## config.mk

```make
export PLATFORM = sky130hd
export DESIGN_NAME = tie_top
export DESIGN_NICKNAME = d
export VERILOG_FILES = /design/src/design/tie_pkg.sv /design/src/design/tie_top.sv /design/src/design/tie_enreg.sv /design/src/design/tie_stat.sv
export SDC_FILE = /design/constraint.sdc
export NUM_CORES = 1
export LEC_CHECK = 0
export ABC_AREA = 1
export BUFFER_PORTS_ARGS = -buffer_cell sky130_fd_sc_hd__buf_2
export CAP_MARGIN = 10
export CORE_MARGIN = 2
export CORE_UTILIZATION = 43
export DETAILED_ROUTE_END_ITERATION = 6
export GPL_TIMING_DRIVEN = 0
export PLACE_DENSITY = 0.8
export SETUP_SLACK_MARGIN = 0.4
export SLEW_MARGIN = 20
export SYNTH_ARGS = -nofsm -noshare
export SYNTH_HDL_FRONTEND = slang
export SYNTH_SLANG_ARGS = --single-unit
```

## constraint.sdc

```tcl
create_clock -name clk -period 1.5 [get_ports clk]
set_clock_uncertainty 0.15 [all_clocks]
set_input_delay 0.3 -clock clk [delete_from_list [all_inputs] [get_ports clk]]
set_output_delay 0.3 -clock clk [all_outputs]
set_load 0.01 [all_outputs]
```

## src/design/tie_pkg.sv

```systemverilog
/*
  Shared constants of the timer interrupt-enable block: register offsets,
  field positions, writable masks and reset values.
  Assumes a 32-bit Avalon-MM slave port that uses byte addresses.
*/
package tie_pkg;

  // Byte offsets of the registers on the bus.
  localparam logic [7:0] OFF_CHAN0_EN   = 8'h00;  // Channel 0 enables.
  localparam logic [7:0] OFF_CHAN1_EN   = 8'h04;  // Channel 1 enables.
  localparam logic [7:0] OFF_CHAN2_EN   = 8'h08;  // Channel 2 enables.
  localparam logic [7:0] OFF_INT_STAT   = 8'h0c;  // Sticky event bits, write one to clear.
  localparam logic [7:0] OFF_INT_MASK   = 8'h10;  // Mask of the event bits.
  localparam logic [7:0] OFF_REQ_STATE  = 8'h14;  // Live request lines, read only.

  // Value of every enable register after reset and in standby.
  localparam logic [7:0] EN_RESET       = 8'h00;

  // Writable bits of each enable register; the others are reserved.
  localparam logic [7:0] C0_WMASK       = 8'h1f;
  localparam logic [7:0] C1_WMASK       = 8'h7f;
  localparam logic [7:0] C2_WMASK       = 8'h07;

  // Position of the overflow enable in each register.
  localparam int         C0_OVF_BIT     = 4;
  localparam int         C1_OVF_BIT     = 6;
  localparam int         C2_OVF_BIT     = 2;

  // Event layout of the status and mask registers: one bit per channel.
  localparam int         EVT_WIDTH      = 3;
  localparam logic [2:0] STAT_RESET     = 3'h0;

  // Number of request lines: 5 for channel 0, 7 for channel 1, 3 for channel 2.
  localparam int         REQ_WIDTH      = 15;

endpackage : tie_pkg

```

## src/design/tie_top.sv

```systemverilog
/*
  Interrupt-enable registers of timer channels 0 to 2 with their request gating.
  Assumes flags arrive from timer channel logic on the same clock, standby
  levels come from the clock controller on the same clock, and an Avalon-MM
  master with waitrequest drives the register port.
*/
// The register addresses and the Avalon-MM register port are this design's own decisions.
// Operation
// RL1: Enables zero on reset and standby.
// RL2: Each enable register is 8-bit read/write.
// RL3: Channel 0 bits 7..5 read zero.
// RL4: Channel 0 bit 4 gates overflow.
// RL5: Channel 0 bits 3..0 gate captures D..A.
// RL6: Channel 1 bit 7 reads zero.
// RL7: Channel 1 bit 6 gates overflow.
// RL8: Channel 1 bits 5..0 gate flags F..A.
// RL9: Channel 2 bits 7..3 read zero.
// RL10: Channel 2 bit 2 gates overflow.
// RL11: Channel 2 bits 1..0 gate flags B..A.
// RL12: Request equals flag AND enable.
module tie_top (
  // Clock and reset.
  input  wire logic        clk,
  input  wire logic        rst_n,
  // Standby modes from the clock controller.
  input  wire logic        hw_standby,
  input  wire logic        sw_standby,
  // Avalon-MM slave.
  input  wire logic [7:0]  address,
  input  wire logic        read,
  input  wire logic        write,
  input  wire logic [31:0] writedata,
  input  wire logic [3:0]  byteenable,
  output logic      [31:0] readdata,
  output logic             waitrequest,
  // Status flags from the timer channels.
  input  wire logic        ovf_flag_c0,
  input  wire logic [3:0]  cap_flag_c0,
  input  wire logic        ovf_flag_c1,
  input  wire logic [5:0]  capcmp_flag_c1,
  input  wire logic        ovf_flag_c2,
  input  wire logic [1:0]  capcmp_flag_c2,
  // Request lines to the interrupt controller.
  output logic             ovf_irq_c0,
  output logic      [3:0]  cap_irq_c0,
  output logic             ovf_irq_c1,
  output logic      [5:0]  capcmp_irq_c1,
  output logic             ovf_irq_c2,
  output logic      [1:0]  capcmp_irq_c2,
  // Summary interrupt.
  output logic             irq
);

  // Bus handshake states, one-hot.
  typedef enum logic [1:0] {
    TIE_IDLE = 2'b01,
    TIE_ACK  = 2'b10
  } tie_bus_e;

  tie_bus_e    state;           // Current handshake state.
  tie_bus_e    next_state;      // Next handshake state.
  logic [31:0] next_readdata;   // Read data for the next edge.
  logic        next_wait;       // Waitrequest for the next edge.
  logic        commit;          // Request completes at this edge.
  logic        wr_ok;           // A write with the low byte enabled completes.
  logic        standby;         // Either standby mode holds the enables cleared.
  logic [7:0]  en_c0;           // Channel 0 enable register.
  logic [7:0]  en_c1;           // Channel 1 enable register.
  logic [7:0]  en_c2;           // Channel 2 enable register.
  logic [14:0] flags;           // All flags in request order.
  logic [14:0] gate;            // Matching enable bits.
  logic [14:0] req;             // Registered request lines.
  logic [14:0] next_req;        // Request lines for the next edge.
  logic [2:0]  chan_req;        // Any request per channel, combinational.
  logic [2:0]  chan_req_q;      // Same, one cycle late, for edge detection.
  logic [2:0]  evt;             // Rising edge of a channel request.
  logic [2:0]  int_stat;        // Sticky event bits.
  logic [2:0]  int_mask;        // Event mask.

  // Standby is a level from the same clock, so it needs no synchroniser; a write to an enable register
  // that completes during standby is lost, because the clear wins in the register.
  assign standby = hw_standby | sw_standby;

  // The answer comes one cycle after the request is first seen; the master
  // holds it, and the access takes effect at the edge where waitrequest is low.
  assign commit = (read | write) && state == TIE_ACK;
  assign wr_ok  = commit && write && byteenable[0];

  // Handshake and read data. Read data are captured on the first cycle so
  // that they come from a flip-flop and stand at the completing edge.
  always_comb
  begin
    next_state    = state;
    next_wait     = 1'b1;
    next_readdata = readdata;
    case (state)
      TIE_IDLE:
      begin
        if (read || write)
        begin
          next_state    = TIE_ACK;
          next_wait     = 1'b0;
          next_readdata = 32'h0000_0000;
          // Reserved bits of each enable register are zero in storage.
          case (address)
            tie_pkg::OFF_CHAN0_EN:  next_readdata[7:0] = en_c0;  // RL2 RL3
            tie_pkg::OFF_CHAN1_EN:  next_readdata[7:0] = en_c1;  // RL6
            tie_pkg::OFF_CHAN2_EN:  next_readdata[7:0] = en_c2;  // RL9
            tie_pkg::OFF_INT_STAT:  next_readdata[2:0] = int_stat;
            tie_pkg::OFF_INT_MASK:  next_readdata[2:0] = int_mask;
            tie_pkg::OFF_REQ_STATE: next_readdata[14:0] = req;
            // Unmapped offsets read as zero and ignore writes.
            default:                next_readdata = 32'h0000_0000;
          endcase
        end
      end
      TIE_ACK:
      begin
        // The request completes here; return to idle with waitrequest high.
        next_state = TIE_IDLE;
      end
      default:
      begin
        next_state = TIE_IDLE;
      end
    endcase
  end

  // Handshake registers.
  always_ff @(posedge clk or negedge rst_n)
  begin
    if (!rst_n)
    begin
      state       <= TIE_IDLE;
      waitrequest <= 1'b1;
      readdata    <= 32'h0000_0000;
    end
    else
    begin
      state       <= next_state;
      waitrequest <= next_wait;
      readdata    <= next_readdata;
    end
  end

  // Enable registers; reserved bits are held zero by their masks.
  tie_enreg #(.WMASK(tie_pkg::C0_WMASK)) u_en_c0 (
    .clk     (clk),
    .rst_n   (rst_n),
    .clr     (standby),  // RL1
    .wr_en   (wr_ok && address == tie_pkg::OFF_CHAN0_EN),
    .wr_data (writedata[7:0]),
    .value   (en_c0)
  );

  tie_enreg #(.WMASK(tie_pkg::C1_WMASK)) u_en_c1 (
    .clk     (clk),
    .rst_n   (rst_n),
    .clr     (standby),  // RL1
    .wr_en   (wr_ok && address == tie_pkg::OFF_CHAN1_EN),
    .wr_data (writedata[7:0]),
    .value   (en_c1)
  );

  tie_enreg #(.WMASK(tie_pkg::C2_WMASK)) u_en_c2 (
    .clk     (clk),
    .rst_n   (rst_n),
    .clr     (standby),  // RL1
    .wr_en   (wr_ok && address == tie_pkg::OFF_CHAN2_EN),
    .wr_data (writedata[7:0]),
    .value   (en_c2)
  );

  // Flags and enables lined up bit for bit: channel 2 on top, channel 0 low.
  assign flags = {ovf_flag_c2, capcmp_flag_c2, ovf_flag_c1, capcmp_flag_c1, ovf_flag_c0, cap_flag_c0};
  assign gate  = {en_c2[tie_pkg::C2_OVF_BIT], en_c2[1:0],  // RL10 RL11
                  en_c1[tie_pkg::C1_OVF_BIT], en_c1[5:0],  // RL7 RL8
                  en_c0[tie_pkg::C0_OVF_BIT], en_c0[3:0]}; // RL4 RL5

  // Each request is the AND of its flag and enable, registered so the
  // outputs are glitch free at the cost of one cycle of latency.
  always_comb
  begin
    next_req = flags & gate;  // RL12
    chan_req = {|next_req[14:12], |next_req[11:5], |next_req[4:0]};
    evt      = chan_req & ~chan_req_q;
  end

  // Request registers.
  always_ff @(posedge clk or negedge rst_n)
  begin
    if (!rst_n)
    begin
      req        <= 15'h0000;
      chan_req_q <= 3'h0;
    end
    else
    begin
      req        <= next_req;
      chan_req_q <= chan_req;
    end
  end

  assign {ovf_irq_c2, capcmp_irq_c2, ovf_irq_c1, capcmp_irq_c1, ovf_irq_c0, cap_irq_c0} = req;

  // A new request on a channel sets its sticky bit for the summary interrupt.
  tie_stat #(.N(tie_pkg::EVT_WIDTH)) u_stat (
    .clk     (clk),
    .rst_n   (rst_n),
    .evt     (evt),
    .stat_wr (wr_ok && address == tie_pkg::OFF_INT_STAT),
    .mask_wr (wr_ok && address == tie_pkg::OFF_INT_MASK),
    .wr_data (writedata[2:0]),
    .stat    (int_stat),
    .mask    (int_mask),
    .irq     (irq)
  );

  // Standby empties every enable register by the next edge.
  a_standby_clears: assert property (@(posedge clk) disable iff (!rst_n)  // RL1
    standby |=> (en_c0 == 8'h00 && en_c1 == 8'h00 && en_c2 == 8'h00))
    else $error("enable register not cleared in standby");

  // A completed write to channel 1 is held in its enable register by the next edge, within the mask.
  a_rw_c1_value: assert property (@(posedge clk) disable iff (!rst_n)  // RL2
    (wr_ok && address == tie_pkg::OFF_CHAN1_EN && !standby) |=> en_c1 == ($past(writedata[7:0]) & 8'h7f))
    else $error("channel 1 enable lost a write");

  // Reserved bits of channel 0 never read back as one.
  a_c0_reserved: assert property (@(posedge clk) disable iff (!rst_n)  // RL3
    (commit && read && address == tie_pkg::OFF_CHAN0_EN) |-> readdata[7:5] == 3'h0)
    else $error("channel 0 reserved bits read as one");

  // Channel 0 overflow request follows flag and enable one cycle later.
  a_c0_ovf_gate: assert property (@(posedge clk) disable iff (!rst_n)  // RL4
    ##1 ovf_irq_c0 == ($past(ovf_flag_c0) && $past(en_c0[4])))
    else $error("channel 0 overflow request wrong");

  // Channel 0 capture requests follow their flags and enables.
  a_c0_cap_gate: assert property (@(posedge clk) disable iff (!rst_n)  // RL5
    ##1 cap_irq_c0 == ($past(cap_flag_c0) & $past(en_c0[3:0])))
    else $error("channel 0 capture request wrong");

  // Channel 1 bit 7 and channel 2 bits 7..3 always read zero.
  a_c12_reserved: assert property (@(posedge clk) disable iff (!rst_n)  // RL6 RL9
    (commit && read) |-> !(address == tie_pkg::OFF_CHAN1_EN && readdata[7])
      && !(address == tie_pkg::OFF_CHAN2_EN && readdata[7:3] != 5'h00))
    else $error("reserved bit of channel 1 or 2 read as one");

  // Channel 1 requests follow their flags and enables.
  a_c1_gate: assert property (@(posedge clk) disable iff (!rst_n)  // RL7 RL8
    ##1 {ovf_irq_c1, capcmp_irq_c1} == ($past({ovf_flag_c1, capcmp_flag_c1}) & $past(en_c1[6:0])))
    else $error("channel 1 request wrong");

  // Channel 2 requests follow their flags and enables.
  a_c2_gate: assert property (@(posedge clk) disable iff (!rst_n)  // RL10 RL11
    ##1 {ovf_irq_c2, capcmp_irq_c2} == ($past({ovf_flag_c2, capcmp_flag_c2}) & $past(en_c2[2:0])))
    else $error("channel 2 request wrong");

  // A dropped flag drops its request at the next edge.
  a_flag_drop: assert property (@(posedge clk) disable iff (!rst_n)  // RL12
    $fell(ovf_flag_c1) |=> !ovf_irq_c1)
    else $error("request stayed up after its flag fell");

  // Every request is answered one cycle after it is seen.
  a_bus_answer: assert property (@(posedge clk) disable iff (!rst_n)
    ((read || write) && state == TIE_IDLE) |=> !waitrequest ##1 waitrequest)
    else $error("waitrequest timing wrong");

  // Channel 0 keeps a completed write within its writable bits.
  a_rw_c0_value: assert property (@(posedge clk) disable iff (!rst_n)  // RL2 RL3
    (wr_ok && address == tie_pkg::OFF_CHAN0_EN && !standby)
      |=> en_c0 == ($past(writedata[7:0]) & tie_pkg::C0_WMASK))
    else $error("channel 0 enable lost a write");

  // Channel 2 keeps a completed write within its writable bits.
  a_rw_c2_value: assert property (@(posedge clk) disable iff (!rst_n)  // RL2 RL9
    (wr_ok && address == tie_pkg::OFF_CHAN2_EN && !standby)
      |=> en_c2 == ($past(writedata[7:0]) & tie_pkg::C2_WMASK))
    else $error("channel 2 enable lost a write");

  // A write whose low byte lane is off leaves every enable register alone.
  a_lane_off_hold: assert property (@(posedge clk) disable iff (!rst_n)  // RL2
    (commit && write && !byteenable[0] && !standby)
      |=> ($stable(en_c0) && $stable(en_c1) && $stable(en_c2)))
    else $error("enable changed on a write with the low lane off");

  // Two edges after a standby cycle every request line is low.
  a_standby_lines: assert property (@(posedge clk) disable iff (!rst_n)  // RL1 RL12
    standby |-> ##2 req == 15'h0000)
    else $error("request line high after standby");

  // A status bit stays set until software writes a one to it.
  a_stat_sticky: assert property (@(posedge clk) disable iff (!rst_n)
    (int_stat[1] && !(wr_ok && address == tie_pkg::OFF_INT_STAT && writedata[1])) |=> int_stat[1])
    else $error("status bit lost without a clear");

  // The summary interrupt is high exactly while an unmasked status bit is set.
  a_irq_level: assert property (@(posedge clk) disable iff (!rst_n)
    irq == |(int_stat & int_mask))
    else $error("summary interrupt does not match status and mask");

endmodule : tie_top

```

## src/design/tie_enreg.sv

```systemverilog
/*
  One 8-bit interrupt-enable register with a per-bit writable mask.
  Assumes the caller decodes the bus write and drives the standby clear.
*/
module tie_enreg #(
  parameter logic [7:0] WMASK = 8'hff  // Bits that software may set.
) (
  // Clock and reset.
  input  wire logic       clk,
  input  wire logic       rst_n,
  // Control.
  input  wire logic       clr,
  input  wire logic       wr_en,
  input  wire logic [7:0] wr_data,
  // Stored value.
  output logic      [7:0] value
);

  logic [7:0] next_value;  // Value for the next edge.

  // Each bit either loads, clears or holds; reserved bits stay zero always.
  generate
    for (genvar i = 0; i < 8; i++)
    begin : g_bit
      always_comb
      begin
        if (!WMASK[i] || clr)
          next_value[i] = 1'b0;
        else if (wr_en)
          next_value[i] = wr_data[i];
        else
          next_value[i] = value[i];
      end
    end
  endgenerate

  // The register itself, zero out of reset.
  always_ff @(posedge clk or negedge rst_n)
  begin
    if (!rst_n)
      value <= tie_pkg::EN_RESET;
    else
      value <= next_value;
  end

endmodule : tie_enreg

```

## src/design/tie_stat.sv

```systemverilog
/*
  Sticky event bits with write-one-to-clear, a mask and one level interrupt.
  Assumes one-cycle event pulses from the same clock domain.
*/
module tie_stat #(
  parameter int N = 3  // Number of event bits.
) (
  // Clock and reset.
  input  wire logic         clk,
  input  wire logic         rst_n,
  // Events and software access.
  input  wire logic [N-1:0] evt,
  input  wire logic         stat_wr,
  input  wire logic         mask_wr,
  input  wire logic [N-1:0] wr_data,
  // State and interrupt.
  output logic      [N-1:0] stat,
  output logic      [N-1:0] mask,
  output logic              irq
);

  logic [N-1:0] next_stat;  // Status for the next edge.
  logic [N-1:0] next_mask;  // Mask for the next edge.
  logic         next_irq;   // Interrupt level for the next edge.

  // Refuse widths that the register port cannot carry, at elaboration.
  generate
    if (N < 1 || N > 8)
    begin : g_bad_n
      $error("tie_stat: N must be 1 to 8");
    end
  endgenerate

  // A set wins over a clear in the same cycle, so no event is lost.
  generate
    for (genvar i = 0; i < N; i++)
    begin : g_evt
      always_comb
      begin
        if (evt[i])
          next_stat[i] = 1'b1;
        else if (stat_wr && wr_data[i])
          next_stat[i] = 1'b0;
        else
          next_stat[i] = stat[i];
      end
    end
  endgenerate

  // Mask loads on write; the output follows the next status so it is registered.
  always_comb
  begin
    next_mask = mask_wr ? wr_data : mask;
    next_irq  = |(next_stat & next_mask);
  end

  // State registers.
  always_ff @(posedge clk or negedge rst_n)
  begin
    if (!rst_n)
    begin
      stat <= N'(tie_pkg::STAT_RESET);
      mask <= N'(tie_pkg::STAT_RESET);
      irq  <= 1'b0;
    end
    else
    begin
      stat <= next_stat;
      mask <= next_mask;
      irq  <= next_irq;
    end
  end

endmodule : tie_stat

```

# Yosys cells after proc, flatten, opt, wreduce, memory -nomap -nowiden
# Cells that the tools add are included.
# totals
output_inout_bits,49
in_bits,65
register_bits,58
word_cells,90
# classes
reduce_logical,21
n_eq_ne,8
n_mux,44
n_bitwise,6
# op_table
op,n
$mux 1,38
$pmux 3 s6,1
$eq 8x4->1 const B,2
$eq 8x5->1 const B,2
$and 15x15->15,1
$pmux 5 s3,1
$logic_and 1x1->1,11
$eq 8x3->1 const B,1
$logic_not 8->1,1
$mux 7,1
$reduce_or 7->1,1
$and 3x3->3,2
$reduce_bool 2->1,3
$reduce_or 3->1,2
$reduce_or 5->1,1
$mux 2,2
$mux 3,1
$not 3->3,1
$eq 2x1->1 const B,1
$eq 2x2->1 const B,1
$ne 2x2->1 const B,1
$or 1x1->1,2
$reduce_and 2->1,1
$logic_or 1x1->1,1

# Longest topological paths before layout
# Gate-level depths: netlist of run 1.
# logic_depth
depth_word,10
depth_mapped,10

# Cells and area by module
# From an unflattened synthesis of run 1, not the netlist that was laid out.
# hier_totals
cells_unflattened,362
area_unflattened_um2,2982.9
# by_module_without_submodules
mod,area_per_inst_um2,n_inst,cells_each
tie_top,1991.9,1,250
tie_enreg at u_en_c1,309.0,1,33
tie_stat,289.0,1,33
tie_enreg at u_en_c0,229.0,1,26
tie_enreg at u_en_c2,163.9,1,20

# Worst setup path before layout of run 1
# Ideal clock, no wire load.
# synth_path
kind,flip-flop to flip-flop
from,register state[0]
to,register readdata[13]
setup_slack_ns,0.078
synth_period_minus_slack_ns,1.422
arrival_ns,1.207
path_stages_with_launch,8
cell_sequence,dfstp_2 -> inv_1 -> nor2_1 -> o21ai_2 -> inv_1 -> buf_4 -> nand3_1 -> nand2_1
# synth_via
elab_chain_cells,2
# synth_rtl
element,line,rtl
start: declaration,tie_top.sv:60,tie_bus_e state;
start signal: assignment,tie_top.sv:140,state <= next_state;
$eq 2x1->1,tie_top.sv:96,case (state)
$reduce_and 2->1 (no line),--,
end signal: assignment,tie_top.sv:142,readdata <= next_readdata;
end: declaration,tie_top.sv:34,"output logic [31:0] readdata,"
# Every way passes these cells.
# A chain may end at the register's enable or synchronous reset.

# Worst setup path in the final report of run 1
# layout_path
from,register state[0]
to,register readdata[14]
# The elaborated chain is that of the path after synthesis.

==> summary.md, run 1 <==
| Metric | Value |
|---|---|
| Maximum number of pins on one net before global-route repair | `59` |
| Average detailed-routed wire length per instance | `between 10 and 15 um` |
| Cell count along the critical path | `7` |
| Design internal power | `0.00278 W` |
| Worst path setup slack after routing | `around 0.043 ns` |
| Cell family with the largest share of critical-path delay | `flip-flops` |
| Most area-consuming cells after synthesis | `dfrtp_1 51%, nand2_1 16%, nand3_1 6.0%` |
| Final Wtd Congestion | `0.822` |
| Dpl cells | `~480` |
| Number of max-cap violations | `0` |
| Count of cell types in the netlist | `23` |
| Number of setup violations in the final report | `0` |
| Largest buffer count on any clock path | `2` |
| Clock buffers created by TritonCTS | `9` |
| Start-to-end type of the worst setup path | `flip-flop to flip-flop` |
| Unrepaired setup endpoints after global routing | `yes` |
| Async SR Flop Fraction | `100%` |
| Number of nets in the final layout | `525` |
| Final number of hold-violating endpoints | `56` |
| Cell with the most instances after synthesis | `nand2_1` |
| Vias in the first global route | `2394` |
| Ant diodes | `0` |
| P per Cell Area | `971 nW/um2` |
| Number of enable-type register cells in the synthesized netlist | `0` |
| Status | `finished, violations left` |
| Number of vias after detailed routing | `2547` |
| Worst path cell trace | `inv_4, nor2_4, o21ai_4, inv_2, buf_6, nand3_1, nand2_1` |
| Total number of placement rows | `29` |
| Mapped cell area | `~2800 um2` |
| H-tree Lvls | `3` |
| CTS tree | `done` |
| FF-to-FF path depth | `7` |
| Warnings, synthesis | `0` |
| CP required | `1.62 ns` |
| Switching share of power | `29.8%` |
| Overall power after layout | `0.00396 W` |
| Setup Slack @ Placement | `-0.0774 ns` |
| Register-to-register setup slack | `0.04 ns` |
| Proportion of synthesized chip area in sequential cells | `52.6%` |
| Global-route usage over all layers | `20.4%` |
| Worst slew pin tran | `0.723 ns` |
| Tcrit/Tclk final | `between 90% and 100%` |
| Die Y | `~84 um` |
| Die footprint | `between 7000 and 8000 um2` |
| Min-Delay Path Class | `input port to async pin` |
| Hold buffer count at CTS | `1` |
| Maximum ir drop on the vdd rail | `0.000700 V` |
| Dominant cell type by area after synthesis | `dfrtp_1` |
| Starting density of the core | `44.0%` |
| Worst setup EP type | `flip-flop` |
| Buf+Inv Stages, Crit Path | `3` |
| Top Ports | `between 100 and 150` |
| Biggest fanout along the worst timing path | `5` |
| First-pass GRT wire length | `11200 um` |
| Worst hold margin | `-0.128 ns` |
| Port Buffer Count | `68` |
| Clock slew seen by the registers of the worst setup and hold paths | `0.07 ns` |
| Worst relative slew slack | `51.8%` |
| Core footprint | `6280 um2` |
| DRT iter0 DRCs | `120` |
| Max Slew Vio Count | `0` |
| Sum of negative setup slack | `0 ns` |
| Clock Power Share | `35.6%` |
| Latest clock arrival within the worst-skew pair | `0.34 ns` |
| Post-Syn Area per Cell | `8.56 um2` |
| CP Data Arrival Time | `1.58 ns` |
| Number of nets with antenna violations after detailed routing | `0` |
| Kind of start point of the critical path | `flip-flop` |
| CP peak stage delay | `between 0.5 and 0.6 ns` |
| Post-route DRC | `0` |
| Cell types with the highest counts after synthesis | `121 x nand2_1, 56 x dfrtp_1, 35 x inv_1` |
| Primary flip-flop cell chosen by synthesis mapping | `dfrtp_1` |
| Failing checks | `negative hold slack` |
| Sequential power share | `42.5%` |
| Time the worst path needs with I/O delays and setup | `1.46 ns` |
| Die boundary width | `84.2 um` |
| Clock root buffer | `clkbuf_8` |
| Yosys top cell area share | `50.7%` |
| Cell Count, Final, Fillers Out | `542` |
| Total clock sinks | `58` |
| Maximum clock frequency | `0.687 GHz` |
| Net load switching power | `0.00118 W` |
| Detailed-router iteration count before antenna repair | `4` |
| Average vias per placed instance | `between 4 and 5` |
| Fraction of final layout cells sized beyond drive strength 1 | `47.1%` |
| R2R Path End | `readdata[14]$_DFFE_PN0P_` |
| Combinational Power Share | `21.9%` |
| Antenna violations before repair | `0` |
| Slowest stage cell, crit path | `dfstp_2` |
| Worst r2r src | `state[0]$_DFFE_PN1P_` |
| Final HPWL DP | `around 4600 um` |
| Remaining global-route overflow | `0` |
| Flip-flop and latch count after synthesis | `58` |
| Mapped Cells | `323` |
| Leakage power | `between 2 and 2.5 nW` |
| Area Growth Syn to Fin | `47.7%` |
| Detailed Route WL | `7350 um` |
metrics by stage:
step	util [%]	instance area [um2]
finish	65.0	4080
CTS	62.0	3890
detailed placement	53.6	3360
floorplan	-	2920
global placement	53.5	3360
global route	65.0	4080
worst max path at each step:
stage	start	endpoint	slack, ns
2_1_floorplan	state[0]$_DFFE_PN1P_	readdata[13]$_DFFE_PN0P_	0.20
3_3_place_gp	rst_n	req[3]$_DFF_PN0_	-0.05
3_5_place_dp	sw_standby	u_en_c2.value[2]$_DFFE_PN0P_	-0.08
4_1_cts	waitrequest$_DFF_PN1_	waitrequest	0.09
5_1_grt	state[0]$_DFFE_PN1P_	readdata[14]$_DFFE_PN0P_	0.005
6_report	state[0]$_DFFE_PN1P_	readdata[14]$_DFFE_PN0P_	0.04
routing by layer:
| layer | track usage [%] | vias to the layer above | part of all wire (%) |
|---|---|---|---|
| met5 | 0 | - | 0 |
| met4 | 9.97 | 0 | 1.8 |
| met3 | 4.72 | 14 | 7.1 |
| met2 | 34.3 | 97 | 52 |
| met1 | 24.6 | 1182 | 39 |
| li1 | - | 1254 | - |
power groups by stage:
stage	Sequential, W	Combinational, W	Clock (W)
floorplan	0.00171	0.000346	0
CTS	0.00169	0.000825	0.00143
finish	0.00168	0.000868	0.00141
global route	0.00169	0.000932	0.00151
detailed placement	0.00171	0.000540	0
global placement	0.00170	0.000524	0
sequential cells by signal (all words and copies together) (netlist names):
signal         flops
chan_req_q         3
u_en_c0.value      5
req               15
u_stat.irq         1
u_stat.mask        3
waitrequest        1
state              2
u_en_c1.value      7
u_en_c2.value      3
readdata          15
u_stat.stat        3
cells in the final DEF, fill, tap and decap left out, types with 2 or more instances in the layout:
cell type,instances
nand2_2,15
o21ai_1,9
buf_2,64
nand2_1,106
dfrtp_1,56
conb_1,17
nor2_4,9
nand3_1,11
buf_4,53
o21ai_0,4
inv_1,33
buf_6,11
nor2_2,2
nand3_4,3
nand2_4,6
clkinv_2,3
inv_2,2
dfstp_2,2
clkbuf_8,9
clkinvlp_4,2
o21ai_2,5
nor2_1,7
nand3_2,23
logic make-up (layout without fill, tap and decap cells):
logic type | Yosys count | in the layout | share of synthesized area, %
DFF | 58 | 58 | 52.6
buffers and inverters | 58 | 183 | 11.0
other | 1 | 17 | 0.136
AOI/OAI and AO/OA | 20 | 20 | 4.71
and+or+nand+nor | 186 | 187 | 31.6
repair_timing:
item,in CTS,in global routing
resized for setup,38,12
pin swaps,24,13
setup endpoints to repair,72,73
buffers inserted,21,16
hold endpoints to repair,57,56
gates cloned,3,1
layout make-up:
class / count / area, um2
Fill cell: 495 / 2200
Sequential cell: 58 / 1450
Multi-Input combinational cell: 224 / 1310
Timing Repair Buffer: 109 / 708
Buffer: 22 / 184
Inverter: 36 / 138
Clock buffer: 9 / 124
Tap cell: 77 / 96.3
Clock inverter: 7 / 68.8
Note: power is estimated with default switching activity, not from simulation.
==> run 2: changes to the inputs <==
--- a/config.mk
+++ b/config.mk
@@ -9,7 +9,7 @@
 export BUFFER_PORTS_ARGS = -buffer_cell sky130_fd_sc_hd__buf_2
 export CAP_MARGIN = 10
 export CORE_MARGIN = 2
-export CORE_UTILIZATION = 43
+export CORE_UTILIZATION = 45
 export DETAILED_ROUTE_END_ITERATION = 6
 export GPL_TIMING_DRIVEN = 0
 export PLACE_DENSITY = 0.8
==> constraint.sdc (replaced) <==
create_clock -name clk -period 1.75 [get_ports clk]
set_clock_uncertainty 0.15 [all_clocks]
set_input_delay 0.35 -clock clk [delete_from_list [all_inputs] [get_ports clk]]
set_output_delay 0.35 -clock clk [all_outputs]
set_load 0.01 [all_outputs]
==> summary.md, run 2 (synthesis results as in run 1) <==
| Metric | Value |
|---|---|
| Clock root buffer | `clkbuf_8` |
| Latest clock arrival within the worst-skew pair | `0.34 ns` |
| Total area of multi-input combinational cells | `1250 um2` |
| Worst setup EP type | `primary output` |
| Die footprint | `6780 um2` |
| Worst relative slew slack | `between 60% and 70%` |
| Die Y | `82.4 um` |
| GR Layer Usage met3 | `5.98%` |
| Depth of the worst hold-timing path | `3` |
| Slowest stage cell, crit path | `dfstp_2` |
| CP required | `around 1.3 ns` |
| Clock buffers created by TritonCTS | `9` |
| Die boundary width | `82.4 um` |
| Antenna violations before repair | `0` |
| Final Wtd Congestion | `0.850` |
| Setup Slack @ Placement | `0.137 ns` |
| Biggest fanout along the worst timing path | `1` |
| Final number of hold-violating endpoints | `0` |
| Min-Delay Path Class | `input port to flip-flop` |
| FF-to-FF path depth | `7` |
| Total number of placement rows | `28` |
| Vias in the first global route | `2198` |
| Clock slew seen by the registers of the worst setup and hold paths | `0.07 ns` |
| Detailed Route WL | `6790 um` |
| Buf+Inv Stages, Crit Path | `1` |
| Final standard cell area without fillers | `just under 4000 um2` |
| Number of max-cap violations | `0` |
| H-tree Lvls | `3` |
| Cell area reported after detailed placement | `3280 um2` |
| CTS tree | `done` |
| Status | `finished, final reports clean` |
| Most common cell after layout, fill and taps aside | `nand2_1` |
| CP peak stage delay | `0.53 ns` |
| Worst path cell trace | `buf_6` |
| Detailed-router iteration count before antenna repair | `4` |
| Worst slew pin tran | `between 0.5 and 0.6 ns` |
| Time the worst path needs with I/O delays and setup | `1.46 ns` |
| Core footprint | `5920 um2` |
| Unrepaired setup endpoints after global routing | `yes` |
| P per Cell Area | `901 nW/um2` |
| Ant diodes | `0` |
| Largest buffer count on any clock path | `2` |
| Port Buffer Count | `68` |
| Commonest cells after routing, fill and taps aside | `110 x nand2_1, 64 x buf_2, 55 x dfrtp_1, 39 x buf_4, 33 x inv_1` |
| Dpl cells | `482` |
| Final-layout fill cell count | `470` |
| Sum of negative setup slack | `0 ns` |
| Number of nets in the final layout | `~500` |
| Fraction of final layout cells sized beyond drive strength 1 | `~42%` |
| DRT iter0 DRCs | `158` |
| Maximum ir drop on the vdd rail | `0.000721 V` |
| Overall power after layout | `0.00352 W` |
| Max Slew Vio Count | `0` |
| Area Growth Syn to Fin | `41.3%` |
| Post-route DRC | `0` |
| Starting density of the core | `46.7%` |
| Tcrit/Tclk final | `83.2%` |
| Top Ports | `114` |
| Global routing met2 resource utilization | `a little over a third` |
| Average detailed-routed wire length per instance | `13.0 um` |
| Cell Count, Final, Fillers Out | `524` |
| CP Data Arrival Time | `between 0.9 and 1 ns` |
| Number of nets with antenna violations after detailed routing | `0` |
| Maximum number of pins on one net before global-route repair | `59` |
| Final HPWL DP | `4680 um` |
| Number of setup violations in the final report | `0` |
| Remaining global-route overflow | `0` |
| Kind of start point of the critical path | `flip-flop` |
| Average vias per placed instance | `between 4 and 5` |
| Met1 global-route usage | `24.6%` |
| Total clock sinks | `a little under 60` |
| Leakage power | `2.27 nW` |
| First-pass GRT wire length | `10100 um` |
| Combined flip-flop and latch cell area | `approximately 1500 um2` |
| Most crowded layer after global routing | `met2` |
| Maximum clock frequency | `0.687 GHz` |
| Biggest regs | `readdata (15), req (15), u_en_c1.value (7)` |
| Worst path setup slack after routing | `0.295 ns` |
| Global-route usage over all layers | `a little over 20%` |
| Number of vias after detailed routing | `2481` |
| Cell count along the critical path | `1` |
| Cell family with the largest share of critical-path delay | `flip-flops` |
| Start-to-end type of the worst setup path | `flip-flop to primary output` |
## run 2: area by class of cell
type                            count  share of cell area, %
Sequential cell                    58                   37.3
Multi-Input combinational cell    225                   32.1
Timing Repair Buffer               92                   14.4
Buffer                             22                   4.45
Clock buffer                       10                   3.52
Inverter                           36                   3.52
Tap cell                           75                   2.40
Clock inverter                      6                   2.31
## run 2: tightest hold or removal path: stages
cell and delay [ns]:
buf_2 0.07, nand2_1 0.05, inv_1 0.05
## run 2: report_power, final
part           internal (W)  switching, W  leakage, nW
combinational      0.000286      0.000404         1.37
sequential          0.00141     0.0000359        0.785
clock              0.000842      0.000543        0.112
## run 2: path summary, 6_finish.rpt
kind | from | end | slack [ns]
worst max-delay path | waitrequest$_DFF_PN1_ | waitrequest | 0.29
worst min-delay path | ovf_flag_c0 | req[4]$_DFF_PN0_ | 0.07
worst max register to register | state[0]$_DFFE_PN1P_ | readdata[8]$_DFFE_PN0P_ | 0.32
worst min register to register | readdata[1]$_DFFE_PN0P_ | readdata[1]$_DFFE_PN0P_ | 0.31
min in group asynchronous | rst_n | state[1]$_DFFE_PN0P_ | 0.39
max in group asynchronous | rst_n | u_stat.mask[2]$_DFF_PN0_ | 0.69
## run 2: repair_timing
item	4_1_cts	5_1_grt
gates cloned	2	2
hold endpoints to repair	56	0
buffers inserted	11	10
pin swaps	5	27
hold buffers	1	0
gates resized for setup	16	35
endpoints found under the setup margin	63	110
## run 2: layer usage
layer | up-vias | wire [um]
met2 | 104 | 3490
met3 | 8 | 533
met1 | 1151 | 2710
met4 | 0 | 63
met5 | - | 0
li1 | 1218 | -
## run 2: per-stage QoR
| step | hold WS, ns | util [%] |
|---|---|---|
| final | 0.0732 | 66.0 |
| after global routing | 0.0722 | 66.0 |
| after CTS | 0.0483 | 62.2 |
| after detailed placement | 0.298 | 55.4 |
| after global placement | 0.307 | 55.3 |
| after floorplan | -0.0956 | - |
==> run 3: changes to the inputs <==
==> constraint.sdc (replaced) <==
create_clock -name clk -period 1.5 [get_ports clk]
set_clock_uncertainty 0.15 [all_clocks]
set_input_delay 0.3 -clock clk [delete_from_list [all_inputs] [get_ports clk]]
set_output_delay 0.3 -clock clk [all_outputs]
set_load 0.01 [all_outputs]
==> summary.md, run 3 (synthesis results as in run 1) <==
| Metric | Value |
|---|---|
| Status | `finished, violations left` |
| Failing checks | `negative hold slack` |
| CP peak stage delay | `0.55 ns` |
| CP required | `1.64 ns` |
| Port Buffer Count | `68` |
| Tcrit/Tclk final | `99.1%` |
| Hold buffer count at CTS | `1` |
| Worst relative slew slack | `51.6%` |
| Slowest stage cell, crit path | `dfstp_2` |
| Combinational Power Share | `22.7%` |
| Die footprint | `6780 um2` |
| Worst path cell trace | `inv_4, nor2_4, o21ai_4, inv_4, buf_8, nand3_2, nand2_1` |
| Net load switching power | `0.00131 W` |
| Commonest cells after routing, fill and taps aside | `97 x nand2_1, 63 x buf_2, 60 x buf_4, 55 x dfrtp_1, 32 x inv_1` |
| Sequential power share | `38.8%` |
| Most common cell after layout, fill and taps aside | `nand2_1` |
| Worst hold margin | `-0.151 ns` |
| Worst path most repeated cell | `inv_4` |
| Cell area reported after detailed placement | `~3400 um2` |
| Largest buffer count on any clock path | `2` |
| Antenna violations before repair | `0` |
| Maximum ir drop on the vdd rail | `0.000794 V` |
| Met1 global-route usage | `between 20% and 30%` |
| Maximum clock frequency | `0.672 GHz` |
| Die boundary width | `around 82 um` |
| Switching share of power | `30.0%` |
| Leakage power | `2.47 nW` |
| Clock slew seen by the registers of the worst setup and hold paths | `0.07 ns` |
| Die Y | `82.4 um` |
| Number of nets with antenna violations after detailed routing | `0` |
| Kind of start point of the critical path | `flip-flop` |
| Worst slew pin tran | `between 0.7 and 0.8 ns` |
| Number of vias after detailed routing | `around 2700` |
| Starting density of the core | `46.7%` |
| Final HPWL DP | `roughly 4700 um` |
| Area Growth Syn to Fin | `56.4%` |
| Worst setup EP type | `flip-flop` |
| Number of setup violations in the final report | `0` |
| Number of nets in the final layout | `538` |
| Biggest regs | `readdata (15), req (15), u_en_c1.value (7)` |
| Final standard cell area without fillers | `4320 um2` |
| Clock Power Share | `between 30% and 40%` |
| Design internal power | `0.00305 W` |
| Most crowded layer after global routing | `met2` |
| Latest clock arrival within the worst-skew pair | `0.35 ns` |
| CP Data Arrival Time | `1.63 ns` |
| Post-route DRC | `0` |
| Ant diodes | `0` |
| Detailed-router iteration count before antenna repair | `4` |
| Biggest fanout along the worst timing path | `6` |
| Clock root buffer | `clkbuf_8` |
| Clock buffers created by TritonCTS | `9` |
| First-pass GRT wire length | `roughly 12000 um` |
| Remaining global-route overflow | `0` |
| Average detailed-routed wire length per instance | `roughly 15 um` |
| Fraction of final layout cells sized beyond drive strength 1 | `51.9%` |
| Unrepaired setup endpoints after global routing | `yes` |
| Average vias per placed instance | `4.86` |
| CTS tree | `done` |
| Final Wtd Congestion | `0.822` |
| Maximum number of pins on one net before global-route repair | `approximately 60` |
| Vias in the first global route | `2501` |
| Global-route usage over all layers | `24.0%` |
| Global routing met2 resource utilization | `41.4%` |
| Number of max-cap violations | `0` |
| Start-to-end type of the worst setup path | `flip-flop to flip-flop` |
| GR Layer Usage met3 | `8.70%` |
| Core footprint | `between 5000 and 6000 um2` |
| DRT iter0 DRCs | `approximately 180` |
| Total clock sinks | `58` |
| Max Slew Vio Count | `0` |
| Total number of placement rows | `28` |
| Detailed Route WL | `8520 um` |
| Final number of hold-violating endpoints | `56` |
| Min-Delay Path Class | `input port to async pin` |
| Time the worst path needs with I/O delays and setup | `approximately 1.5 ns` |
| H-tree Lvls | `3` |
| P per Cell Area | `1010 nW/um2` |
| Utilization after layout | `~73%` |
| Top Ports | `approximately 110` |
run 3: cell count changes in the layout (fill, tap and decap cells not counted), moves of 2 or more:
cell	previous run	this run
nand3_1	22	10
nand2_1	110	97
nand2_4	6	8
nand2_2	12	22
clkinv_4	2	0
buf_4	39	60
o21ai_2	5	8
buf_6	10	15
o21ai_0	10	4
nand3_2	12	23
buf_8	0	3
o21ai_1	3	6
run 3: what timing repair did:
item                                    4_1_cts  5_1_grt
pin swaps                                    17       37
resized for setup                            44       37
endpoints found under the hold margin        58       57
cloned                                        5        0
buffers inserted                             21       28
endpoints found under the setup margin       72       74
run 3: worst paths after layout:
kind,from,end,slack [ns],depth (start not counted)
max,state[0]$_DFFE_PN1P_,readdata[14]$_DFFE_PN0P_,0.01,7
max reg2reg,state[0]$_DFFE_PN1P_,readdata[14]$_DFFE_PN0P_,0.01,7
min,rst_n,readdata[7]$_DFFE_PN0P_,-0.15,1
max in group asynchronous,rst_n,u_en_c0.value[2]$_DFFE_PN0P_,0.82,1
min in group clk,cap_flag_c0[1],req[1]$_DFF_PN0_,0,3
min reg2reg,readdata[2]$_DFFE_PN0P_,readdata[2]$_DFFE_PN0P_,0.33,2
run 3: per-stage QoR:
step	instances	setup TNS, ns	total power [W]	setup slack (ns)
2_1_floorplan	339	0	0.00206	0.204
3_3_place_gp	482	-2.83	0.00223	-0.0517
3_5_place_dp	482	-0.322	0.00225	-0.0500
4_1_cts	525	0	0.00419	0.0718
5_1_grt	553	-0.178	0.00449	-0.0279
6_report	553	0	0.00435	0.0128
run 3: layout make-up:
type | count | area [um2]
Inverter | 36 | 140
Fill cell | 395 | 1600
Clock buffer | 10 | 138
Clock inverter | 6 | 88.8
Tap cell | 75 | 93.8
Sequential cell | 58 | 1460
Multi-Input combinational cell | 225 | 1390
Buffer | 22 | 188
Timing Repair Buffer | 121 | 830
run 3: power by group through the flow:
stage	clock [W]	sequential, W	combinational [W]
6_report	0.00168	0.00169	0.000988
3_3_place_gp	0	0.00170	0.000526
3_5_place_dp	0	0.00171	0.000540
2_1_floorplan	0	0.00171	0.000346
4_1_cts	0.00168	0.00169	0.000824
5_1_grt	0.00176	0.00169	0.00104
run 3: worst max-delay path: cells and delay by family, from the launching register on:
family          cells  cell delay (ns)
compound gates      1             0.11
buf+inv             3             0.34
flops               1             0.55
simple gates        3             0.28
run 3: routing by layer:
layer	wire length, um	vias up
met5	0	-
met4	138	0
met3	528	16
met2	4630	121
met1	3220	1276
li1	-	1276
